`src/pcseq_defines.svh`:
```
// Constants for the program counter sequencer.
`ifndef PCSEQ_DEFINES_SVH
`define PCSEQ_DEFINES_SVH
`define PCSEQ_CNT_W        13
`define PCSEQ_ADDR_W       14
`define PCSEQ_WORD_W       16
`define PCSEQ_PROG_LAST    14'h2fff
`define PCSEQ_CHAR_FIRST   14'h3000
`define PCSEQ_CHAR_VLAST   14'h3fef
`define PCSEQ_CHAR_RLAST   15'h4fdf
`define PCSEQ_RESET_PC     13'h0000
`define PCSEQ_RESET_SEG    1'h0
`define PCSEQ_PAGE_HI      12
`define PCSEQ_PAGE_LO      11
`define PCSEQ_SYSTEM_CALL_INSTRUCTION_SEG   1'h1
`define PCSEQ_SYSTEM_CALL_INSTRUCTION_BLKLO 4
`define PCSEQ_CHAR_SPAN    2'h2
`endif

```
`src/pcseq_pkg.sv`:
```
// Types shared by the program counter sequencer files.
package pcseq_pkg;
   // Operation requested by the decode logic for the current instruction.
   typedef enum logic [2:0] {
      PCSEQ_OP_SEQ,
      PCSEQ_OP_BR_DIRECT,
      PCSEQ_OP_CALL_DIRECT,
      PCSEQ_OP_JUMP_INDIRECT,
      PCSEQ_OP_SYSTEM_CALL_INSTRUCTION,
      PCSEQ_OP_TABLE,
      PCSEQ_OP_RETURN
   } pcseq_op_t;
   typedef enum {
      PCSEQ_ST_RUN,
      PCSEQ_ST_TABLE_FETCH,
      PCSEQ_ST_TABLE_DELIVER
   } pcseq_state_t;
endpackage : pcseq_pkg

```
`src/pcseq_ce_edge.sv`:
```
// Level and rising-edge tracker for the operation-select input.
`include "pcseq_defines.svh"
module pcseq_ce_edge (
   input  wire logic clock,     // System clock.
   input  wire logic rst,       // Asynchronous reset, active high.
   input  wire logic level_in,  // Operation-select level, synchronous.
   input  wire logic align,     // Timer carry alignment strobe.
   output logic      enable,    // Registered copy of the level.
   output logic      reset_req  // One-cycle reset request.
);
   logic prev;
   logic pending;

   // Remember the last level so a rise can be seen.
   always_ff @(posedge clock or posedge rst) begin
      if (rst) begin
         prev   <= 1'b0;
         enable <= 1'b0;
      end else begin
         prev   <= level_in;
         enable <= level_in;
      end
   end

   // A rise is held until the timer carry so reset lines up with it.
   always_ff @(posedge clock or posedge rst) begin
      if (rst) begin
         pending   <= 1'b0;
         reset_req <= 1'b0;
      end else begin
         reset_req <= 1'b0;
         if (pending && align) begin
            // A fresh rise in the same cycle must not be lost, so the
            // set wins over the clear here.
            pending   <= level_in && !prev;
            reset_req <= 1'b1;
         end else if (level_in && !prev) begin
            pending <= 1'b1;
         end
      end
   end
endmodule : pcseq_ce_edge

```
`src/pcseq_sequencer.sv`:
```
// Program counter, segment select and table-read sequencing.
//
// Notes on behaviour
// - Program words live at 0000H to 2FFFH.
// - 3000H to 4FDFH is character storage only.
// - Each instruction is one 16-bit word.
// - Table read puts a program word in buffer.
// - Video pattern addresses map onto character storage.
// - Counter is 13 bits plus segment bit.
// - Page is decoded from counter bits 11, 12.
// - System call loads the segment select bit.
// - Operation-select high enables synthesizer and display.
// - Operation-select rise resets, aligned to timer carry.
// - Power-on reset restarts at address zero.
// - Counter wraps inside its segment, no carry.
// - Both resets clear every counter bit.
`include "pcseq_defines.svh"
module pcseq_sequencer
   import pcseq_pkg::*;
#(
   parameter int CNT_W  = `PCSEQ_CNT_W,
   parameter int WORD_W = `PCSEQ_WORD_W
) (
   input  wire logic                  clock,          // System clock.
   input  wire logic                  rst,            // Power-on reset.
   input  wire logic                  op_select,      // Operation-select level.
   input  wire logic                  timer_carry,    // Interval timer carry.
   input  wire logic                  instr_valid,    // Instruction executes.
   input  wire pcseq_op_t             instr_op,       // Decoded operation.
   input  wire logic [CNT_W-1:0]      instr_addr,     // Direct operand.
   input  wire logic [6:0]            system_call_instruction_entry,   // System call entry.
   input  wire logic [CNT_W:0]        addr_reg,       // Address register.
   input  wire logic [CNT_W:0]        return_addr,    // Popped return address.
   input  wire logic [11:0]           video_pattern,  // Video pattern address.
   input  wire logic                  pattern_req,    // Pattern fetch request.
   input  wire logic [WORD_W-1:0]     prog_rdata,     // Program memory word.
   output logic [CNT_W:0]             prog_addr,      // Program memory address.
   output logic                       prog_rd,        // Program read strobe.
   output logic                       prog_addr_bad,  // Address outside store.
   output logic [WORD_W-1:0]          instr_word,     // Fetched instruction.
   output logic [1:0]                 page,           // Current page.
   output logic                       segment_select_bit, // Segment bit.
   output logic [CNT_W-1:0]           pc_count,       // Counter value.
   output logic [WORD_W-1:0]          data_buffer,    // Table read result.
   output logic                       data_buffer_vld, // Table word pulse.
   output logic                       busy,           // Counter is frozen.
   output logic [`PCSEQ_ADDR_W:0]     char_addr,      // Character store addr.
   output logic                       char_rd,        // Character read strobe.
   output logic                       synth_enable,   // Synthesizer enable.
   output logic                       osd_enable,     // Display enable.
   output logic                       chip_reset      // Chip-enable reset pulse.
);
   localparam logic [CNT_W:0] PROG_LAST = `PCSEQ_PROG_LAST;

   pcseq_state_t      state;
   logic [CNT_W-1:0]  next_count;
   logic              next_seg;
   logic              ce_level;
   logic              ce_reset;
   logic [CNT_W:0]    fetch_addr;

   // Only the default layout is served: the page field and the system
   // call block encoding are fixed to a 13-bit counter.
   if (CNT_W != `PCSEQ_CNT_W || WORD_W != `PCSEQ_WORD_W) begin : g_bad_width
      $error("pcseq_sequencer: unsupported counter or word width");
   end

   pcseq_ce_edge u_ce (
      .clock     (clock),
      .rst       (rst),
      .level_in  (op_select),
      .align     (timer_carry),
      .enable    (ce_level),
      .reset_req (ce_reset)
   );

   // Next counter and segment for an executing instruction.
   always_comb begin
      next_count = pc_count;
      next_seg   = segment_select_bit;
      case (instr_op)
         PCSEQ_OP_SEQ: begin
            // The sum wraps in 13 bits, so segment never sees a carry.
            next_count = pc_count + 1'b1;
         end
         PCSEQ_OP_BR_DIRECT: begin
            next_count = {pc_count[`PCSEQ_PAGE_HI:`PCSEQ_PAGE_LO],
                          instr_addr[`PCSEQ_PAGE_LO-1:0]};
         end
         PCSEQ_OP_CALL_DIRECT: begin
            next_count = {2'h0, instr_addr[`PCSEQ_PAGE_LO-1:0]};
         end
         PCSEQ_OP_JUMP_INDIRECT: begin
            next_count = addr_reg[CNT_W-1:0];
            next_seg   = addr_reg[CNT_W];
         end
         PCSEQ_OP_SYSTEM_CALL_INSTRUCTION: begin
            // Block number lands on bits 10:8, entry offset on 3:0.
            next_count = {2'h0, system_call_instruction_entry[6:`PCSEQ_SYSTEM_CALL_INSTRUCTION_BLKLO], 4'h0,
                          system_call_instruction_entry[`PCSEQ_SYSTEM_CALL_INSTRUCTION_BLKLO-1:0]};
            next_seg   = `PCSEQ_SYSTEM_CALL_INSTRUCTION_SEG;
         end
         PCSEQ_OP_RETURN: begin
            next_count = return_addr[CNT_W-1:0];
            next_seg   = return_addr[CNT_W];
         end
         default: begin
            next_count = pc_count;
         end
      endcase
   end

   // Table read sequencing; the counter is frozen while it runs.
   always_ff @(posedge clock or posedge rst) begin
      if (rst) begin
         state <= PCSEQ_ST_RUN;
      end else if (ce_reset) begin
         state <= PCSEQ_ST_RUN;
      end else begin
         case (state)
            PCSEQ_ST_RUN: begin
               if (instr_valid && instr_op == PCSEQ_OP_TABLE)
                  state <= PCSEQ_ST_TABLE_FETCH;
            end
            PCSEQ_ST_TABLE_FETCH:   state <= PCSEQ_ST_TABLE_DELIVER;
            PCSEQ_ST_TABLE_DELIVER: state <= PCSEQ_ST_RUN;
            default:                state <= PCSEQ_ST_RUN;
         endcase
      end
   end

   // Program counter and segment select.
   always_ff @(posedge clock or posedge rst) begin
      if (rst) begin
         pc_count           <= `PCSEQ_RESET_PC;
         segment_select_bit <= `PCSEQ_RESET_SEG;
      end else if (ce_reset) begin
         pc_count           <= `PCSEQ_RESET_PC;
         segment_select_bit <= `PCSEQ_RESET_SEG;
      end else if (state == PCSEQ_ST_RUN && instr_valid &&
                   instr_op != PCSEQ_OP_TABLE) begin
         pc_count           <= next_count;
         segment_select_bit <= next_seg;
      end else if (state == PCSEQ_ST_TABLE_DELIVER) begin
         pc_count <= pc_count + 1'b1;
      end
   end

   // Address driven to program memory: the counter, or the address
   // register during the table fetch.
   assign fetch_addr = (state == PCSEQ_ST_TABLE_FETCH) ? addr_reg :
                       {segment_select_bit, pc_count};

   // Program memory port; character area is never fetched as program.
   always_ff @(posedge clock or posedge rst) begin
      if (rst) begin
         prog_addr     <= '0;
         prog_rd       <= 1'b0;
         prog_addr_bad <= 1'b0;
         page          <= 2'h0;
      end else begin
         prog_addr     <= fetch_addr;
         prog_rd       <= (fetch_addr <= PROG_LAST);
         prog_addr_bad <= (fetch_addr > PROG_LAST);
         page          <= pc_count[`PCSEQ_PAGE_HI:`PCSEQ_PAGE_LO];
      end
   end

   // Whole-word capture of instructions and table constants.
   always_ff @(posedge clock or posedge rst) begin
      if (rst) begin
         instr_word      <= '0;
         data_buffer     <= '0;
         data_buffer_vld <= 1'b0;
         busy            <= 1'b0;
      end else begin
         data_buffer_vld <= 1'b0;
         busy            <= (state != PCSEQ_ST_RUN);
         if (state == PCSEQ_ST_TABLE_DELIVER) begin
            data_buffer     <= prog_rdata;
            data_buffer_vld <= 1'b1;
         end else begin
            instr_word <= prog_rdata;
         end
      end
   end

   // Each 24-bit pattern spans two words of character storage, so the
   // video address offset is doubled onto the real range.
   always_ff @(posedge clock or posedge rst) begin
      if (rst) begin
         char_addr <= '0;
         char_rd   <= 1'b0;
      end else begin
         char_addr <= {1'b0, `PCSEQ_CHAR_FIRST} +
                      {2'h0, video_pattern, 1'b0};
         char_rd   <= pattern_req &&
                      ((`PCSEQ_CHAR_FIRST | {2'h0, video_pattern}) <=
                       `PCSEQ_CHAR_VLAST);
      end
   end

   // Peripheral enables follow the operation-select level.
   always_ff @(posedge clock or posedge rst) begin
      if (rst) begin
         synth_enable <= 1'b0;
         osd_enable   <= 1'b0;
         chip_reset   <= 1'b0;
      end else begin
         synth_enable <= ce_level;
         osd_enable   <= ce_level;
         chip_reset   <= ce_reset;
      end
   end
endmodule : pcseq_sequencer

```
`config.mk`:
```
export PLATFORM = sky130hd
export DESIGN_NAME = pcseq_sequencer
export DESIGN_NICKNAME = d
export VERILOG_FILES = /design/src/pcseq_pkg.sv /design/src/pcseq_ce_edge.sv /design/src/pcseq_sequencer.sv
export VERILOG_INCLUDE_DIRS = /design/src
export SDC_FILE = /design/constraint.sdc
export NUM_CORES = 1
export LEC_CHECK = 0
export BUFFER_PORTS_ARGS = -buffer_cell sky130_fd_sc_hd__buf_2
export CORE_ASPECT_RATIO = 0.6
export CORE_UTILIZATION = 48
export DETAILED_ROUTE_END_ITERATION = 8
export PLACE_DENSITY = 0.85
export RECOVER_POWER = 50
export SLEW_MARGIN = 20
export SYNTH_ARGS = -nofsm -noshare
export SYNTH_HDL_FRONTEND = slang
export SYNTH_HIERARCHICAL = 1
export SYNTH_SLANG_ARGS = --single-unit
```
`constraint.sdc`:
```
create_clock -name clock -period 2.56 [get_ports clock]
set_input_delay 0.128 -clock clock [delete_from_list [all_inputs] [get_ports clock]]
set_output_delay 0.128 -clock clock [all_outputs]
set_load 0.03 [all_outputs]
```
After elaboration in Yosys (flattened, before gate mapping) --
Cells that the tools add are included.
Operators by class: reduce and logical (&&, ||, !) cells 18, equal/unequal tests 14, order comparisons 3, add/sub/neg operators 2, mux-type cells 15
Operators by type and width (count):
- $pmux W13 S6 | 1
- $logic_not A32 Y1 | 2
- $mux W32 | 2
- $pmux W32 S2 | 1
- $mux W13 | 3
- $eq A32 B1 Y1 const B | 1
- $eq A32 B2 Y1 const B | 1
- $eq A32 B3 Y1 const B | 1
- $reduce_bool A32 Y1 | 1
- $le A14 B14 Y1 const B | 2
- $add A14 B13 Y15 const A | 1
- $gt A14 B14 Y1 const B | 1
- $mux W14 | 1
- $add A13 B1 Y13 const B | 1
- $eq A3 B3 Y1 const B | 3
- $ne A8 B1 Y1 const B | 1
- $ne A7 B1 Y1 const B | 1
- $eq A3 B2 Y1 const B | 2
- $logic_and A1 B1 Y1 | 6
- $mux W1 | 6
- $ne A3 B2 Y1 const B | 2
- $reduce_and A2 Y1 | 2
- $reduce_bool A2 Y1 | 2
- $reduce_bool A4 Y1 | 1
- 7 further kinds | 7
Word-level totals: flip-flop bits (word level) 119, output and inout port bits 85, input bits 85

Depth between registers and ports, before layout --
depth after elaboration 5, mapped depth 8, mapped depth without buffers 6

By module --
The synthesis kept the hierarchy.
By module, submodules not included:
- pcseq_sequencer | cells each 327, instances 1, area an instance 3826.2 sq um, seq. area each 2102.0 sq um
- pcseq_ce_edge | cells each 8, instances 1, area an instance 106.4 sq um, seq. area each 75.1 sq um

Worst setup path before layout --
Ideal clock, no wire load.
path kind reg-to-reg, start point register pc_count[0], end point register pc_count[12], period minus slack after synthesis 1.794 ns, data required time 2.464 ns, slack 0.766 ns, stages on the path, launching flop included 7, path buffers 0, arrival time 1.699 ns, cells stage by stage dfrtp_1 > ha_1 > nand3_1 > nor2_1 > nand3_1 > o31a_1 > o32ai_2
On the way: cells in the longest elaborated chain, start to end 4, elaborated cells between the ends (all ways) 5, those cells by class add/sub: 1; mux: 4
Ends and longest elaborated chain:
- from (decl) | RTL line pcseq_sequencer.sv:43 | output logic [CNT_W-1:0] pc_count,
- from (signal assigned) | RTL line pcseq_sequencer.sv:135 | pc_count <= `PCSEQ_RESET_PC;
- from (signal assigned) | RTL line pcseq_sequencer.sv:138 | pc_count <= `PCSEQ_RESET_PC;
- from (signal assigned) | RTL line pcseq_sequencer.sv:142 | pc_count <= next_count;
- $add A13 B1 Y13 * | RTL line pcseq_sequencer.sv:84, pcseq_sequencer.sv:145
- $pmux W13 S6 / $mux W13 (equally long branches) | RTL line pcseq_sequencer.sv:81, pcseq_sequencer.sv:144
- $mux W13 * | RTL line pcseq_sequencer.sv:140 | end else if (state == PCSEQ_ST_RUN && instr_valid &&
- $mux W13 * | RTL line pcseq_sequencer.sv:137 | end else if (ce_reset) begin
Every way passes the cells marked *; elsewhere a longest branch is shown, timed or not. The select of a mux whose other input is x is not followed. A chain may end at the register's enable or synchronous reset.

Worst setup path in the final report --
start point register state[1], end point register pc_count[2]
On the way: cells in the longest elaborated chain, start to end 5, elaborated cells between the ends (all ways) 9, those cells by class eq/ne: 2; mux: 2; reduce/logical: 5
Ends and longest elaborated chain:
- from (decl) | RTL line pcseq_sequencer.sv:55 | pcseq_state_t state;
- from (signal assigned) | RTL line pcseq_sequencer.sv:116 | state <= PCSEQ_ST_RUN;
- from (signal assigned) | RTL line pcseq_sequencer.sv:118 | state <= PCSEQ_ST_RUN;
- from (signal assigned) | RTL line pcseq_sequencer.sv:123 | state <= PCSEQ_ST_TABLE_FETCH;
- $logic_not A32 Y1 | RTL line pcseq_sequencer.sv:140
- $logic_and A1 B1 Y1 (2 in a row) | RTL line pcseq_sequencer.sv:140
- $ne A8 B1 Y1 (no source line) (tied with other cells)
- $reduce_and A2 Y1 (no source line) / $mux W13 (equally long branches)
- to (signal assigned) | RTL line pcseq_sequencer.sv:138
- to (signal assigned) | RTL line pcseq_sequencer.sv:142
- to (signal assigned) | RTL line pcseq_sequencer.sv:145 | pc_count <= pc_count + 1'b1;
Parallel ways exist; a longest one is shown, timed or not.

==> Flow_metrics.wiki <==
{| class="wikitable"
! Metric !! Value
|-
| Worst slack, placed || 0.4981 ns
|-
| H-tree depth || 3
|-
| Net count of the finished layout || 596
|-
| Die area || 0.008570 mm^2
|-
| Most common cell after layout, fill and taps aside || sky130_fd_sc_hd__dfrtp_1
|-
| Category of the worst setup path launch point || flip-flop
|-
| Total of flip-flops plus latches after synthesis || 87
|-
| Hold depth || 3
|-
| YS warnings || 6
|-
| Number of buffers inserted by port buffering || 166
|-
| Starting density of the core || 0.4969
|-
| Sequential element share of the synthesized area || 0.5536
|-
| Starting DRC count in detailed routing || 270
|-
| Maximum buffer depth of the clock tree || 2
|-
| Share of the cycle needed by the critical path after routing || 0.8444
|-
| Hold_sp || addr_reg[2]
|-
| Kind of critical path || reg2reg
|-
| Die boundary height || 72.11 um
|-
| First-pass iteration count of the detailed router || 5
|-
| Worst R2R Path Depth || 4
|-
| Flop2flop setup slack || 0.40 ns
|-
| Post-synthesis instance area || 0.003933 mm^2
|-
| Layout Cell Area excl Fill || 0.005210 mm^2
|-
| Cell chain of the critical path || nor3b_2 > nand3_1 > a31o_1 > a221oi_1
|-
| Overall power || 4.145 mW
|-
| Cell family with the largest share of critical-path delay || simple AND/OR/NAND/NOR gates
|-
| Hold Slack || 0.02063 ns
|-
| Syn Inst Count || 335
|-
| Proportion of layout cells with a drive suffix above 1 || 0.3087
|-
| Placeable core area || 0.007914 mm^2
|-
| Final routed wirelength across all metal layers || 10710 um
|-
| Worst-Margin Slew || 1.508 ns
|-
| Delay of the slowest critical-path stage || 0.51 ns
|-
| Total number of clock tree sinks || 87
|-
| Mean instance size in the synthesized netlist || 11.74 um^2
|-
| Setup Viol. Count Final || 0
|-
| P per Cell Area || 795.6 mW/mm^2
|-
| Crit Reg-Reg Endpoint || pc_count[2]
|-
| Max Cap Violations || 1
|-
| Gates resized, CTS repair || 0
|-
| Via/cell ratio || 5.483
|-
| Global routing usage summed across all routing layers || 0.2562
|-
| Run status || complete, but fails checks
|-
| Number of top-level design ports || 170
|-
| Number of placement rows || 25
|-
| Setup ws final || 0.3983 ns
|-
| CTS tree || built
|-
| Reg-to-Reg Start || state[1]
|-
| Initial antenna violation count || 0
|-
| Syn_nets || 421
|-
| Routability cong. || 0.8411
|-
| Commonest cells after routing, fill and taps aside || sky130_fd_sc_hd__dfrtp_1, sky130_fd_sc_hd__clkbuf_1, sky130_fd_sc_hd__buf_2
|-
| ANT cells || 0
|-
| Post-CTS setup repair buffer count || 0
|-
| Global-route wire length before repair || 16860 um
|-
| DP Wirelength || 7469 um
|-
| Source-to-sink clock delay at the later pin of the worst-skew pair || 0.34 ns
|-
| Time the final worst path needs with I/O delays and setup || 2.162 ns
|-
| Count of nets left with antenna violations after detail routing || 0
|-
| Buf+Inv Stages, Crit Path || 0
|-
| Number of enable flip-flop cells after synthesis || 0
|-
| Post-synth ARST share || 1.000
|-
| Relative slew slack || -0.01084
|-
| Worst-path clk slew || 0.06 ns
|-
| Final core utilization || 0.6583
|-
| Number of global-route vias before repair || 3408
|-
| Unrepaired setup endpoints after global routing || no
|-
| Placed Cells incl. Taps || 591
|-
| Signal arrival time at the worst endpoint || 2.38 ns
|-
| DRC || 0
|-
| Pin count of the biggest net entering global routing || 55
|-
| Max Clock Skew || 0.007888 ns
|-
| Die Width || 118.9 um
|-
| Critical path data required time || 2.78 ns
|-
| Placed inst area || 0.004832 mm^2
|-
| Syn-to-layout area delta || 32.48%
|-
| Top fanout value on the critical path || 12
|-
| Per-cell routed wire length || 17.19 um
|-
| Overflow left after global routing || 0
|-
| Terminating pin of the worst hold path || prog_addr[2]
|-
| Total negative slack for setup checks || 0 ns
|-
| Number of buffers created by CTS || 9
|-
| Maximum operating frequency || 0.4626 GHz
|-
| Slowest cell on the critical path || sky130_fd_sc_hd__nand3_1
|-
| Most common flop cell mapped by yosys || sky130_fd_sc_hd__dfrtp_1
|-
| Number of hold-slack violations in the final timing report || 0
|-
| Maximum vdd drop || 0.0004339 V
|-
| Violated checks || max-capacitance violations, max-slew violations
|-
| Worst min path class || in2reg
|-
| Number of unique standard cell types used by synthesis || 51
|-
| Total number of vias || 3416
|-
| Worst Setup End Kind || flip-flop
|-
| Root Buffer || sky130_fd_sc_hd__clkbuf_16
|-
| Leakage power figure || 2.337 nW
|-
| Non-filler cells, final || 623
|-
| Number of slew-limit violations in the final report || 31
|}
synthesized netlist by cell type, types with 2 or more instances:
| master | instances | share of area |
|---|---|---|
| sky130_fd_sc_hd__dfrtp_1 | 87 | 0.55 |
| sky130_fd_sc_hd__mux2_2 | 43 | 0.12 |
| sky130_fd_sc_hd__nand2_1 | 25 | 0.024 |
| sky130_fd_sc_hd__nand3_1 | 13 | 0.017 |
| sky130_fd_sc_hd__inv_1 | 12 | 0.011 |
| sky130_fd_sc_hd__mux2i_1 | 10 | 0.025 |
| sky130_fd_sc_hd__o21ai_0 | 10 | 0.013 |
| sky130_fd_sc_hd__a21oi_1 | 9 | 0.011 |
| sky130_fd_sc_hd__a31oi_1 | 9 | 0.014 |
| sky130_fd_sc_hd__buf_2 | 9 | 0.011 |
| sky130_fd_sc_hd__clkbuf_1 | 9 | 0.0086 |
| sky130_fd_sc_hd__nor2_1 | 9 | 0.0086 |
| sky130_fd_sc_hd__nor2b_1 | 8 | 0.013 |
| sky130_fd_sc_hd__a221o_1 | 6 | 0.015 |
| sky130_fd_sc_hd__o211ai_1 | 5 | 0.0095 |
| sky130_fd_sc_hd__or3_1 | 5 | 0.0080 |
| sky130_fd_sc_hd__a21o_1 | 4 | 0.0076 |
| sky130_fd_sc_hd__a221oi_1 | 4 | 0.0089 |
| sky130_fd_sc_hd__a22o_1 | 4 | 0.0089 |
| sky130_fd_sc_hd__nand2b_1 | 4 | 0.0064 |
| sky130_fd_sc_hd__nand4_1 | 4 | 0.0064 |
| sky130_fd_sc_hd__a31o_2 | 3 | 0.0067 |
| sky130_fd_sc_hd__a32oi_1 | 3 | 0.0067 |
| sky130_fd_sc_hd__and3_1 | 3 | 0.0048 |
| sky130_fd_sc_hd__buf_4 | 3 | 0.0057 |
| sky130_fd_sc_hd__buf_6 | 3 | 0.0086 |
| sky130_fd_sc_hd__o311ai_0 | 3 | 0.0067 |
| sky130_fd_sc_hd__buf_1 | 2 | 0.0019 |
| sky130_fd_sc_hd__nor4_1 | 2 | 0.0032 |
| sky130_fd_sc_hd__o21ai_1 | 2 | 0.0025 |
| sky130_fd_sc_hd__o31ai_1 | 2 | 0.0038 |
worst min-delay path, stage by stage:
cell and delay (ns):
sky130_fd_sc_hd__buf_2 0.09, sky130_fd_sc_hd__nand2_1 0.04, sky130_fd_sc_hd__o21ai_0 0.06
kinds of logic after synthesis:
| family | Yosys count | synth area share |
|---|---|---|
| flip-flops | 87 | 0.5536 |
| AND/OR/NAND/NOR | 80 | 0.1044 |
| AO/OA/AOI/OAI | 75 | 0.1416 |
| multiplexers | 53 | 0.1486 |
| buffers and inverters | 38 | 0.04772 |
| adder cells (fa/ha/maj) | 1 | 0.003181 |
| other | 1 | 0.0009536 |
cell type report:
class,instances,area (um^2)
Clock buffer,12,256.5
Clock inverter,4,77.57
Fill cell,646,2704
Inverter,12,46.29
Multi-Input combinational cell,210,1564
Sequential cell,87,2177
Tap cell,108,135.1
Timing Repair Buffer,190,953.4
sequential cells by signal (all words and copies together) (netlist names), 2 cells and up:
name and count:
data_buffer 16, instr_word 16, prog_addr 14, char_addr 13, pc_count 13, page 2, state 2
per-layer routing:
metal	track usage	wire, um	vias up	share of wire
li1	-	-	1569	-
met1	0.3345	4570	1637	0.43
met2	0.4263	5094	190	0.48
met3	0.06132	840	20	0.078
met4	0.08861	202	0	0.019
met5	0	0	-	0
how the worst max path moves through the flow:
| stage | from | to | slack [ns] | cells past startpoint |
|---|---|---|---|---|
| after global placement | state[1] | pc_count[8] | 0.60 | 4 |
| after floorplan | rst | busy | 0.27 | 1 |
| after CTS | state[1] | pc_count[2] | 0.46 | 4 |
| after detailed placement | state[1] | pc_count[2] | 0.50 | 4 |
| final | state[1] | pc_count[2] | 0.40 | 4 |
| after global routing | state[1] | pc_count[8] | 0.27 | 4 |
repair_timing:
item,in CTS,in global routing
hold buffers,15,1
hold endpoints to repair,48,1
setup endpoints to repair,0,0
power breakdown:
group          total (mW)  leakage [nW]  internal (mW)  switching (mW)
Clock                1.44         0.163          0.912           0.526
Combinational        1.01          1.10          0.322           0.687
Sequential           1.70          1.08           1.56           0.137
No activity file was read; power rests on OpenSTA's default activity.
